--- config.mk ---
export PLATFORM = sky130hd
export DESIGN_NAME = cmic_ctrl
export DESIGN_NICKNAME = d
export VERILOG_FILES = /design/src/verilog/cmic_pkg.sv /design/src/verilog/cmic_ctrl.sv
export VERILOG_INCLUDE_DIRS = /design/src /design/src/verilog
export SDC_FILE = /design/constraint.sdc
export NUM_CORES = 1
export LEC_CHECK = 0
export ABC_AREA = 1
export BUFFER_PORTS_ARGS = -buffer_cell sky130_fd_sc_hd__buf_2
export CAP_MARGIN = 40
export CORE_ASPECT_RATIO = 0.75
export CORE_MARGIN = 8
export CORE_UTILIZATION = 62
export CTS_CLUSTER_SIZE = 24
export DETAILED_ROUTE_END_ITERATION = 10
export PLACE_DENSITY = 0.85
export SYNTH_ARGS = -nofsm -noshare
export SYNTH_HDL_FRONTEND = slang
export SYNTH_SLANG_ARGS = --single-unit
--- constraint.sdc ---
create_clock -name clk_sys_i -period 6.07 [get_ports clk_sys_i]
set_clock_uncertainty 0.2 [all_clocks]
set_input_delay 1.214 -clock clk_sys_i [delete_from_list [all_inputs] [get_ports clk_sys_i]]
set_output_delay 1.214 -clock clk_sys_i [all_outputs]
set_load 0.02 [all_outputs]
--- src/verilog/cmic_map.svh ---
// Purpose: Constants for the CAN mode and init control block
// Assumes: 200 MHz system clock
// Notes:   Offsets of none; codes and counts only
`ifndef CMIC_MAP_SVH
`define CMIC_MAP_SVH
`define CMIC_MAILBOX_MODE_SELECT_NORMAL 1'h0
`define CMIC_MAILBOX_MODE_SELECT_FIFO   1'h1
`define CMIC_TXF_DEPTH      3'h4
`define CMIC_RXF_WARN_LVL   3'h3
`define CMIC_BRP_RESET      10'h000
`define CMIC_TIME_SEGMENT_ONE_RESET    5'h0F
`define CMIC_TIME_SEGMENT_TWO_RESET    4'h8
`define CMIC_SJW_RESET      2'h1
`endif

--- src/verilog/cmic_pkg.sv ---
// Purpose: Types for the CAN mode and init control block
// Assumes: Constants in cmic_map.svh
// Notes:   None
package cmic_pkg;
  typedef enum logic [2:0] {
    CMIC_SLEEP   = 3'b000,
    CMIC_RESET   = 3'b001,
    CMIC_HALT    = 3'b010,
    CMIC_OPERATE = 3'b011,
    CMIC_INIT    = 3'b100
  } cmic_mode_t;

  typedef struct packed {
    logic [9:0] baud_prescaler_divisor;
    logic [4:0] time_segment_one;
    logic [3:0] time_segment_two;
    logic [1:0] resync_jump_width;
  } cmic_timing_t;

  typedef struct packed {
    logic mailbox_mode_select;
    logic overwrite_en;
    logic mbx_num_priority;
    logic mask_valid;
  } cmic_mbx_cfg_t;

  typedef struct packed {
    logic listen_only_test;
    logic external_loopback_test;
    logic internal_loopback_test;
  } cmic_test_t;

  typedef struct packed {
    logic tx_done;
    logic txf_done;
    logic rx_done;
    logic rxf_done;
    logic err;
  } cmic_evt_t;
endpackage : cmic_pkg

--- src/verilog/cmic_ctrl.sv ---
// Purpose: Mode sequencing, test modes, config and events of three CAN channels
// Assumes: All inputs synchronous to clk_sys_i
// Notes:   Channel select is a port; events pass a two-entry buffer
//
// What this block does
// - Channel starts in sleep after reset
// - Software can command low-power sleep
// - Halt keeps bus attached, stops traffic
// - Init wakes and enters init directly, with no reset step
// - Init ends: clear mailboxes, clear errors, operate
// - Mailbox mode: 0 plain, 1 FIFO
// - Overwrite option, enabled by init
// - Identifier priority default, mailbox priority option
// - Init marks all masks invalid
// - Timing holds prescaler, segments, jump width
// - Listen-only never drives ack or errors
// - External loopback transmits and hears itself
// - Internal loopback avoids external bus
// - Normal port restore leaves test modes
// - Plain mailbox transmit-complete event
// - Transmit FIFO event per entry or empty
// - Plain mailbox receive-complete event
// - Receive FIFO event per entry or warning
// - Bus error raises error event
// - Transmit FIFO holds four, reports full
`include "cmic_map.svh"
`timescale 1ns/1ps
module cmic_ctrl (
  input  wire logic                  clk_sys_i,
  input  wire logic                  resetn_i,
  input  wire logic                  clk_en_i,
  input  wire logic                  module_stop_i,
  input  wire logic [1:0]            chan_sel_i,
  input  wire logic                  leave_sleep_request_i,
  input  wire logic                  enter_sleep_request_i,
  input  wire logic                  reset_mode_request_i,
  input  wire logic                  halt_mode_request_i,
  input  wire logic                  operation_mode_request_i,
  input  wire logic                  init_request_i,
  input  wire logic                  init_mailbox_mode_select_i,
  input  wire logic                  timing_wr_i,
  input  wire cmic_pkg::cmic_timing_t timing_i,
  input  wire logic                  mbx_prio_wr_i,
  input  wire logic                  mbx_num_priority_i,
  input  wire logic                  overwrite_wr_i,
  input  wire logic                  overwrite_en_i,
  input  wire logic                  listen_only_test_i,
  input  wire logic                  external_loopback_test_i,
  input  wire logic                  internal_loopback_test_i,
  input  wire logic                  normal_port_restore_i,
  input  wire logic                  txf_on_empty_i,
  input  wire logic                  rxf_on_warn_i,
  input  wire logic                  mbx_tx_done_i,
  input  wire logic                  txf_push_i,
  input  wire logic                  txf_sent_i,
  input  wire logic                  mbx_rx_done_i,
  input  wire logic                  rxf_entry_i,
  input  wire logic [2:0]            rxf_level_i,
  input  wire logic                  bus_error_i,
  input  wire logic                  evt_ready_i,
  output logic                       evt_valid_o,
  output cmic_pkg::cmic_evt_t        evt_o,
  output logic [1:0]                 evt_chan_o,
  output cmic_pkg::cmic_mode_t       mode_o,
  output cmic_pkg::cmic_timing_t     timing_o,
  output cmic_pkg::cmic_mbx_cfg_t    mbx_cfg_o,
  output cmic_pkg::cmic_test_t       test_o,
  output logic                       bus_attach_o,
  output logic                       comm_en_o,
  output logic                       ack_drive_en_o,
  output logic                       ext_tx_en_o,
  output logic                       self_rx_en_o,
  output logic                       mbx_clear_o,
  output logic                       err_clear_o,
  output logic                       txf_full_o,
  output logic                       cmd_refused_o
);
  localparam int NCH = 3;

  cmic_pkg::cmic_mode_t    mode_r   [NCH];
  cmic_pkg::cmic_mode_t    mode_nxt;
  cmic_pkg::cmic_timing_t  timing_r [NCH];
  cmic_pkg::cmic_mbx_cfg_t mcfg_r   [NCH];
  cmic_pkg::cmic_test_t    test_r   [NCH];
  logic [2:0]              txf_cnt_r [NCH];
  logic [2:0]              init_step_r;
  logic [1:0]              buf_cnt_r;
  cmic_pkg::cmic_evt_t     buf_r    [2];
  logic [1:0]              bch_r    [2];
  logic                    evt_valid_r;
  cmic_pkg::cmic_evt_t     evt_r;
  logic [1:0]              evt_chan_r;
  logic                    mbx_clear_r;
  logic                    err_clear_r;
  logic                    refused_r;

  function automatic logic chan_ok(input logic [1:0] c);
    chan_ok = (c < 2'(NCH));
  endfunction : chan_ok

  wire         ch_ok   = chan_ok(chan_sel_i);
  wire [1:0]   ch      = ch_ok ? chan_sel_i : 2'h0;
  wire         wr_ok   = clk_en_i && !module_stop_i && ch_ok;
  cmic_pkg::cmic_mode_t cur;
  assign cur = mode_r[ch];
  wire in_reset = (cur == cmic_pkg::CMIC_RESET);
  wire in_init  = (cur == cmic_pkg::CMIC_INIT);
  wire tim_ok   = wr_ok && timing_wr_i && (in_reset || in_init);
  wire txf_full = (txf_cnt_r[ch] == `CMIC_TXF_DEPTH);
  wire push_ok  = txf_push_i && !txf_full;
  wire txf_pop  = txf_sent_i && (txf_cnt_r[ch] != 3'h0);
  wire [2:0] txf_cnt_nxt = txf_cnt_r[ch] + {2'h0, push_ok} - {2'h0, txf_pop};

  // Event sources for the selected channel
  cmic_pkg::cmic_evt_t ev_new;
  wire is_fifo = mcfg_r[ch].mailbox_mode_select;
  assign ev_new.tx_done  = mbx_tx_done_i && !is_fifo;
  assign ev_new.txf_done = txf_pop && (!txf_on_empty_i ||
                           (txf_cnt_nxt == 3'h0)) && is_fifo;
  assign ev_new.rx_done  = mbx_rx_done_i && !is_fifo;
  assign ev_new.rxf_done = rxf_entry_i && is_fifo && (!rxf_on_warn_i ||
                           (rxf_level_i == `CMIC_RXF_WARN_LVL));
  assign ev_new.err      = bus_error_i;
  wire ev_any = |ev_new;
  wire comm_ok = (cur == cmic_pkg::CMIC_OPERATE);

  // Mode sequencing
  always_comb
  begin
    mode_nxt = cur;
    if (in_init)
    begin
      if (init_step_r == 3'h3)
        mode_nxt = cmic_pkg::CMIC_OPERATE;
    end
    else if (init_request_i)
      mode_nxt = cmic_pkg::CMIC_INIT;
    else if (enter_sleep_request_i)
      mode_nxt = cmic_pkg::CMIC_SLEEP;
    else if (leave_sleep_request_i && cur == cmic_pkg::CMIC_SLEEP)
      mode_nxt = cmic_pkg::CMIC_RESET;
    else if (cur != cmic_pkg::CMIC_SLEEP)
    begin
      if (reset_mode_request_i)
        mode_nxt = cmic_pkg::CMIC_RESET;
      else if (halt_mode_request_i)
        mode_nxt = cmic_pkg::CMIC_HALT;
      else if (operation_mode_request_i)
        mode_nxt = cmic_pkg::CMIC_OPERATE;
    end
  end

  wire any_req = leave_sleep_request_i || enter_sleep_request_i || reset_mode_request_i ||
                 halt_mode_request_i || operation_mode_request_i || init_request_i;
  wire refuse  = clk_en_i && any_req && (module_stop_i || !ch_ok ||
                 (!in_init && mode_nxt == cur && !init_request_i));

  // Per-channel state
  always_ff @(posedge clk_sys_i or negedge resetn_i)
  begin
    if (!resetn_i)
    begin
      for (int i = 0; i < NCH; i++)
      begin
        mode_r[i]    <= cmic_pkg::CMIC_SLEEP;
        timing_r[i]  <= '{`CMIC_BRP_RESET, `CMIC_TIME_SEGMENT_ONE_RESET,
                          `CMIC_TIME_SEGMENT_TWO_RESET, `CMIC_SJW_RESET};
        mcfg_r[i]    <= '{`CMIC_MAILBOX_MODE_SELECT_NORMAL, 1'b0, 1'b0, 1'b1};
        test_r[i]    <= '0;
        txf_cnt_r[i] <= 3'h0;
      end
    end
    else if (wr_ok)
    begin
      mode_r[ch] <= mode_nxt;
      if (tim_ok)
        timing_r[ch] <= timing_i;
      if (init_request_i && !in_init)
        mcfg_r[ch] <= '{init_mailbox_mode_select_i, 1'b1, 1'b0, 1'b0};
      else if (in_reset || cur == cmic_pkg::CMIC_HALT)
      begin
        if (mbx_prio_wr_i)
          mcfg_r[ch].mbx_num_priority <= mbx_num_priority_i;
        if (overwrite_wr_i)
          mcfg_r[ch].overwrite_en <= overwrite_en_i;
      end
      if (normal_port_restore_i)
        test_r[ch] <= '0;
      else if (listen_only_test_i || external_loopback_test_i || internal_loopback_test_i)
        test_r[ch] <= '{listen_only_test_i, external_loopback_test_i,
                        internal_loopback_test_i};
      if (in_init)
        txf_cnt_r[ch] <= 3'h0;
      else
        txf_cnt_r[ch] <= txf_cnt_nxt;
    end
  end

  // Init step counter and one-cycle clears
  always_ff @(posedge clk_sys_i or negedge resetn_i)
  begin
    if (!resetn_i)
    begin
      init_step_r <= 3'h0;
      mbx_clear_r <= 1'b0;
      err_clear_r <= 1'b0;
      refused_r   <= 1'b0;
    end
    else if (clk_en_i)
    begin
      init_step_r <= (wr_ok && in_init) ? init_step_r + 3'h1 : 3'h0;
      mbx_clear_r <= wr_ok && in_init && (init_step_r == 3'h2);
      err_clear_r <= wr_ok && in_init && (init_step_r == 3'h3);
      refused_r   <= refuse;
    end
  end

  // Two-entry event buffer
  wire buf_in  = wr_ok && ev_any;
  wire buf_out = (buf_cnt_r != 2'h0) && (!evt_valid_r || evt_ready_i);
  always_ff @(posedge clk_sys_i or negedge resetn_i)
  begin
    if (!resetn_i)
    begin
      buf_cnt_r   <= 2'h0;
      buf_r[0]    <= '0;
      buf_r[1]    <= '0;
      bch_r[0]    <= 2'h0;
      bch_r[1]    <= 2'h0;
      evt_valid_r <= 1'b0;
      evt_r       <= '0;
      evt_chan_r  <= 2'h0;
    end
    else if (clk_en_i)
    begin
      if (buf_out)
      begin
        evt_r      <= buf_r[0];
        evt_chan_r <= bch_r[0];
        buf_r[0]   <= buf_r[1];
        bch_r[0]   <= bch_r[1];
      end
      if (buf_out)
        evt_valid_r <= 1'b1;
      else if (evt_ready_i)
        evt_valid_r <= 1'b0;
      if (buf_in && buf_cnt_r != 2'h2)
      begin
        if (buf_cnt_r == 2'h0 || (buf_cnt_r == 2'h1 && buf_out))
        begin
          buf_r[0] <= ev_new;
          bch_r[0] <= ch;
        end
        else
        begin
          buf_r[1] <= ev_new;
          bch_r[1] <= ch;
        end
      end
      buf_cnt_r <= buf_cnt_r + {1'b0, buf_in && buf_cnt_r != 2'h2} - {1'b0, buf_out};
    end
  end

  // Registered outputs
  always_ff @(posedge clk_sys_i or negedge resetn_i)
  begin
    if (!resetn_i)
    begin
      mode_o         <= cmic_pkg::CMIC_SLEEP;
      timing_o       <= '0;
      mbx_cfg_o      <= '0;
      test_o         <= '0;
      bus_attach_o   <= 1'b0;
      comm_en_o      <= 1'b0;
      ack_drive_en_o <= 1'b0;
      ext_tx_en_o    <= 1'b0;
      self_rx_en_o   <= 1'b0;
      txf_full_o     <= 1'b0;
    end
    else if (clk_en_i)
    begin
      mode_o         <= cur;
      timing_o       <= timing_r[ch];
      mbx_cfg_o      <= mcfg_r[ch];
      test_o         <= test_r[ch];
      bus_attach_o   <= (cur == cmic_pkg::CMIC_HALT || comm_ok) &&
                        !test_r[ch].internal_loopback_test;
      comm_en_o      <= comm_ok;
      ack_drive_en_o <= comm_ok && !test_r[ch].listen_only_test &&
                        !test_r[ch].internal_loopback_test;
      ext_tx_en_o    <= comm_ok && !test_r[ch].listen_only_test &&
                        !test_r[ch].internal_loopback_test;
      self_rx_en_o   <= comm_ok && (test_r[ch].external_loopback_test ||
                        test_r[ch].internal_loopback_test);
      txf_full_o     <= txf_full;
    end
  end

  assign evt_valid_o   = evt_valid_r;
  assign evt_o         = evt_r;
  assign evt_chan_o    = evt_chan_r;
  assign mbx_clear_o   = mbx_clear_r;
  assign err_clear_o   = err_clear_r;
  assign cmd_refused_o = refused_r;
endmodule : cmic_ctrl

Word level (Yosys, flattened, before mapping):

Index checks and enable logic that the tools add are counted.

* flip-flop bits (word level): 168
* input port bits: 55

* add/sub/neg operators: 5
* order comparisons: 3
* eq/ne operators: 11
* multiplexer cells: 63
* bitwise operators: 5
* reductions and logical operators: 74

Operators with widths (count)
* $mux W12: 7
* $bwmux W63: 1
* $mux W21: 3
* $mux W3: 18
* $bmux W21 S2: 1
* $demux W21 S2: 1
* $bwmux W12: 3
* $logic_and A1 B1 Y1: 30
* $bwmux W9: 3
* $mux W9: 3
* $demux W4 S2: 3
* $and A9 B9 Y9: 2
* $bmux W3 S2: 3
* $logic_or A1 B1 Y1: 17
* $mux W4: 4
* $eq A3 B2 Y1 const B: 5
* $mux W5: 3
* $logic_not A1 Y1: 11
* $mux W10: 1
* $mux W2: 5
* $reduce_and A2 Y1: 5
* $not A9 Y9: 1
* $bmux W4 S2: 1
* $reduce_bool A2 Y1: 4
* 22 further kinds: 26

Longest topological paths before layout:

* word-level depth: 20
* mapped depth: 30
* depth with buffers taken out: 29

Least setup slack after synthesis:

Ideal clock, no wire load.

* path type: input port to flip-flop
* start point: input chan_sel_i[0]
* end point: register buf_cnt_r[1]
* library setup time: 0.131 ns
* data arrival time: 4.535 ns
* data required time: 5.739 ns
* setup slack: 1.205 ns
* cell stages on the path: 27
* cell sequence: inv_1 ha_1 nand2_4 nor2_1 a21oi_2 nand3_1 nand2_1 inv_1 ha_1 inv_1 ha_1 inv_1 fa_1 inv_1 nor2_1 nand3_1 nand2_2 nand2_4 nand2_4 nand2_4 buf_6 ha_1 inv_1 ha_1 a21oi_1 o21ai_0 xor2_1

* word-level cells in the longest chain between the ends: 20

RTL lines
* from (decl): line cmic_ctrl.sv:33 `input wire logic [1:0] chan_sel_i,`
* $lt A2 B2 Y1 *: line cmic_ctrl.sv:98 `chan_ok = (c < 2'(NCH));`
* $mux W2 *: line cmic_ctrl.sv:102 `wire [1:0] ch = ch_ok ? chan_sel_i : 2'h0;`
* via ch[1]: line cmic_ctrl.sv:102
* $not A2 Y3 (not written as such) *
* $bmux W3 S2: line cmic_ctrl.sv:109, cmic_ctrl.sv:111, cmic_ctrl.sv:112
* $mux W3 (not written as such) (2 in series): line cmic_ctrl.sv:109, cmic_ctrl.sv:111, cmic_ctrl.sv:112
* $eq A3 B3 Y1 (no line)
* $logic_not A1 Y1: line cmic_ctrl.sv:110 `wire push_ok = txf_push_i && !txf_full;`
* (+4 left out)
* $logic_or A1 B1 Y1: line cmic_ctrl.sv:118 `assign ev_new.txf_done = txf_pop && (!txf_on_empty_i ||`
* $logic_and A1 B1 Y1: line cmic_ctrl.sv:118
* $logic_and A1 B1 Y1: line cmic_ctrl.sv:119 `(txf_cnt_nxt == 3'h0)) && is_fifo;`
* $reduce_or A5 Y1 *: line cmic_ctrl.sv:124 `wire ev_any = |ev_new;`
* $logic_and A1 B1 Y1 *: line cmic_ctrl.sv:219 `wire buf_in = wr_ok && ev_any;`
* $logic_and A1 B1 Y1 *: line cmic_ctrl.sv:260 `buf_cnt_r <= buf_cnt_r + {1'b0, buf_in && buf_cnt_r != 2'h2} - {1'b0, buf_out};`
* $add A2 B1 Y2 *: line cmic_ctrl.sv:260
* $sub A2 B1 Y2 *: line cmic_ctrl.sv:260
* to (signal assigned): line cmic_ctrl.sv:260
* to (decl): line cmic_ctrl.sv:87 `logic [1:0] buf_cnt_r;`

The timed path passes the listed nets; every way through them passes the cells marked *. The select of a mux whose other input is x is not followed.
A chain may end at the register's enable or synchronous reset.

Worst setup path after layout:

Ends and elaborated chain as after synthesis.

==> impl_metrics.env <==
export IMPL_die_x_um=146.5
export IMPL_layout_cells_non_filler=1205
export IMPL_critPathMaxFanout=13
export IMPL_synth_seq_area_share=0.5342
export IMPL_area_delta_synth_final_pct=14.95
export IMPL_clock_sinks=168
export IMPL_vias=6684
export IMPL_critPathKind="in -> reg"
export IMPL_dp_cells=1172
export IMPL_ctsResizeCount=0
export IMPL_synth_area_sq_um=7919
export IMPL_final_setup_tns_ps=0
export IMPL_synthArstFlopShare=1.000
export IMPL_vdd_drop_max_mv=0.2170
export IMPL_die_area_sq_um=16680
export IMPL_final_util=0.7345
export IMPL_ant_nets=0
export IMPL_fp_dieH_um=113.9
export IMPL_p_total_mw=3.654
export IMPL_io_buffer_count=102
export IMPL_final_hold_violation_count=0
export IMPL_synth_edff_count=0
export IMPL_rsz0062_at_grt="false"
export IMPL_firstDrtPassIters=5
export IMPL_postSynthAreaPerCell_sq_um=8.442
export IMPL_grt_pass1_wl_mm=32.82
export IMPL_hold_class="reg -> reg"
export IMPL_wl_per_cell_um=16.23
export IMPL_drv_cap=0
export IMPL_num_fill_cells=950
export IMPL_final_common_cell="nand2_1"
export IMPL_dpl_hpwl_mm=12.95
export IMPL_syn_nets=1006
export IMPL_setup_violations=0
export IMPL_root_buffer="clkbuf_16"
export IMPL_fmax_ghz=0.1987
export IMPL_clk_pin_slew_ps=60
export IMPL_ys_flop_type="dfrtp_1"
export IMPL_post_route_drc_count=0
export IMPL_timing_final_crit_share=0.8292
export IMPL_via_per_inst=5.547
export IMPL_end_kind="register"
export IMPL_core_area_sq_um=12390
export IMPL_use_met1=0.3294
export IMPL_slew_headroom=0.4331
export IMPL_drive_gt1_frac=0.2117
export IMPL_cts_inserted_buffers=17
export IMPL_clock_path_buffers=2
export IMPL_antenna_found_initial=1
export IMPL_slew_viol_final=0
export IMPL_cts_tree="yes"
export IMPL_cts_htree_levels=4
export IMPL_drt_total_wl_mm=19.56
export IMPL_cellLeakagePower_nw=4.515
export IMPL_grt_busiest_layer="met2"
export IMPL_initialDrtViolationCount=655
export IMPL_grt_total_usage=0.2421
export IMPL_startpoint_type="input port"
export IMPL_synth_cell_types=44
export IMPL_critPathArrivalTime_ps=5130
export IMPL_ctsHoldBuffers=0
export IMPL_layout_nets=1094
export IMPL_rows=35
export IMPL_n_antenna_cell=0
export IMPL_grt_max_degree=71
export IMPL_layout_min_cycle_time_ps=5033
export IMPL_p_per_area_nw_per_um2=401.4
export IMPL_grt_use_met3=0.05736
export IMPL_final_cell_mix="nand2_1 (236), dfrtp_1 (147), nor2_1 (102)"
export IMPL_gp_congestion=0.8908
export IMPL_worst_pin_slew_ps=849.4
export IMPL_cts_setup_buffers=0
export IMPL_yosys_warnings=0
export IMPL_ys_seq_elements=168
export IMPL_crit_required_ps=6170
export IMPL_grt_pass1_vias=6585
export IMPL_status="finished, final reports clean"
export IMPL_start_util=0.6390
export IMPL_clk_latency_ps=420
export IMPL_met2_usage=0.3794
export IMPL_io_pins=103
export IMPL_grt_ovfl_total=0
export IMPL_syn_instance_count=938
[per-stage QoR]
stage	instance area [sq um]	hold slack (ps)	setup WS [ps]
2_1_floorplan	7919	228.7	1205
3_3_place_gp	8476	240.5	780.4
3_5_place_dp	8531	247.0	625.8
4_1_cts	9095	258.2	1069
5_1_grt	9102	272.8	738.5
6_report	9102	258.0	1037
[worst paths after layout]
check	startpoint	to	slack, ps	cells past startpoint
worst min register to register	mcfg_r[8]	mcfg_r[8]	260	2
min in group asynchronous	resetn_i	txf_cnt_r[0]	580	1
max in group asynchronous	resetn_i	mbx_cfg_o[1]	3960	2
worst min-delay path	mcfg_r[8]	mcfg_r[8]	260	2
worst max-delay path	chan_sel_i[0]	buf_cnt_r[1]	1040	26
worst max register to register	txf_cnt_r[7]	buf_cnt_r[1]	2050	24
[state kept, by name (all words and copies together), names as in the netlist, 2 cells and up]
register	cells
timing_r	63
timing_o	21
mcfg_r	12
buf_r	10
mode_r	9
test_r	9
txf_cnt_r	9
evt_o	5
bch_r	4
mbx_cfg_o	4
init_step_r	3
mode_o	3
test_o	3
buf_cnt_r	2
evt_chan_o	2
[report_power, final]
group	total (mW)	internal, mW	switching [mW]	leakage (nW)
combinational	1.02	0.365	0.654	2.14
clock	1.03	0.558	0.472	0.276
sequential	1.61	1.44	0.165	2.10
[metal layers]
layer,part of all wire,wire length [um]
met5,0.00046,9
met4,0.013,252
met2,0.46,8957
met3,0.078,1534
met1,0.45,8803
[cell usage after synthesis, drive strengths merged, types with 5 or more instances]
| library cell | n | area (sq um) |
|---|---|---|
| a31oi | 29 | 181.4 |
| inv | 87 | 331.6 |
| a21oi | 25 | 128.9 |
| buf | 21 | 133.9 |
| nand2 | 255 | 1045 |
| o22ai | 8 | 50.05 |
| o21ai | 152 | 790.8 |
| clkbuf | 21 | 78.83 |
| dfstp | 21 | 551.8 |
| nand3 | 29 | 175.2 |
| nor2 | 110 | 456.7 |
| ha | 12 | 150.1 |
| dfrtp | 147 | 3679 |
| nor3 | 5 | 36.29 |
[worst max-delay path, cell delays in order]
cell,delay [ps]
buf_2,130
inv_1,80
ha_1,380
inv_4,130
a21oi_2,270
nand3_1,110
nand2_1,110
inv_1,60
ha_1,260
inv_1,60
ha_1,150
inv_1,50
fa_1,590
inv_1,60
nor2_1,80
nand3_1,90
nand2_2,80
nand2_4,70
nand2_4,90
nand2_4,120
ha_1,320
inv_1,40
ha_1,170
a21oi_1,130
o21ai_0,130
xor2_1,150
[final cells by class]
class	instances	area, sq um	area share
Sequential cell	168	4230	0.4647
Multi-Input combinational cell	640	3141	0.3450
Timing Repair Buffer	111	624.3	0.06859
Clock buffer	19	452.9	0.04976
Inverter	88	335.3	0.03684
Tap cell	166	207.7	0.02282
Clock inverter	13	111.4	0.01223
[kinds of logic (layout without fill, tap and decap cells)]
kind of cell             after synthesis  after routing  share of synthesized area
AND/OR/NAND/NOR                      406            406                     0.2220
AO/OA/AOI/OAI                        218            218                     0.1493
flip-flops                           168            168                     0.5342
buffers and inverters                130            231                    0.06920
adder cells (fa/ha/maj)               13             13                    0.02149
multiplexers                           2              2                   0.002686
XOR/XNOR                               1              1                   0.001106
Power figures use the tool's default switching activity.
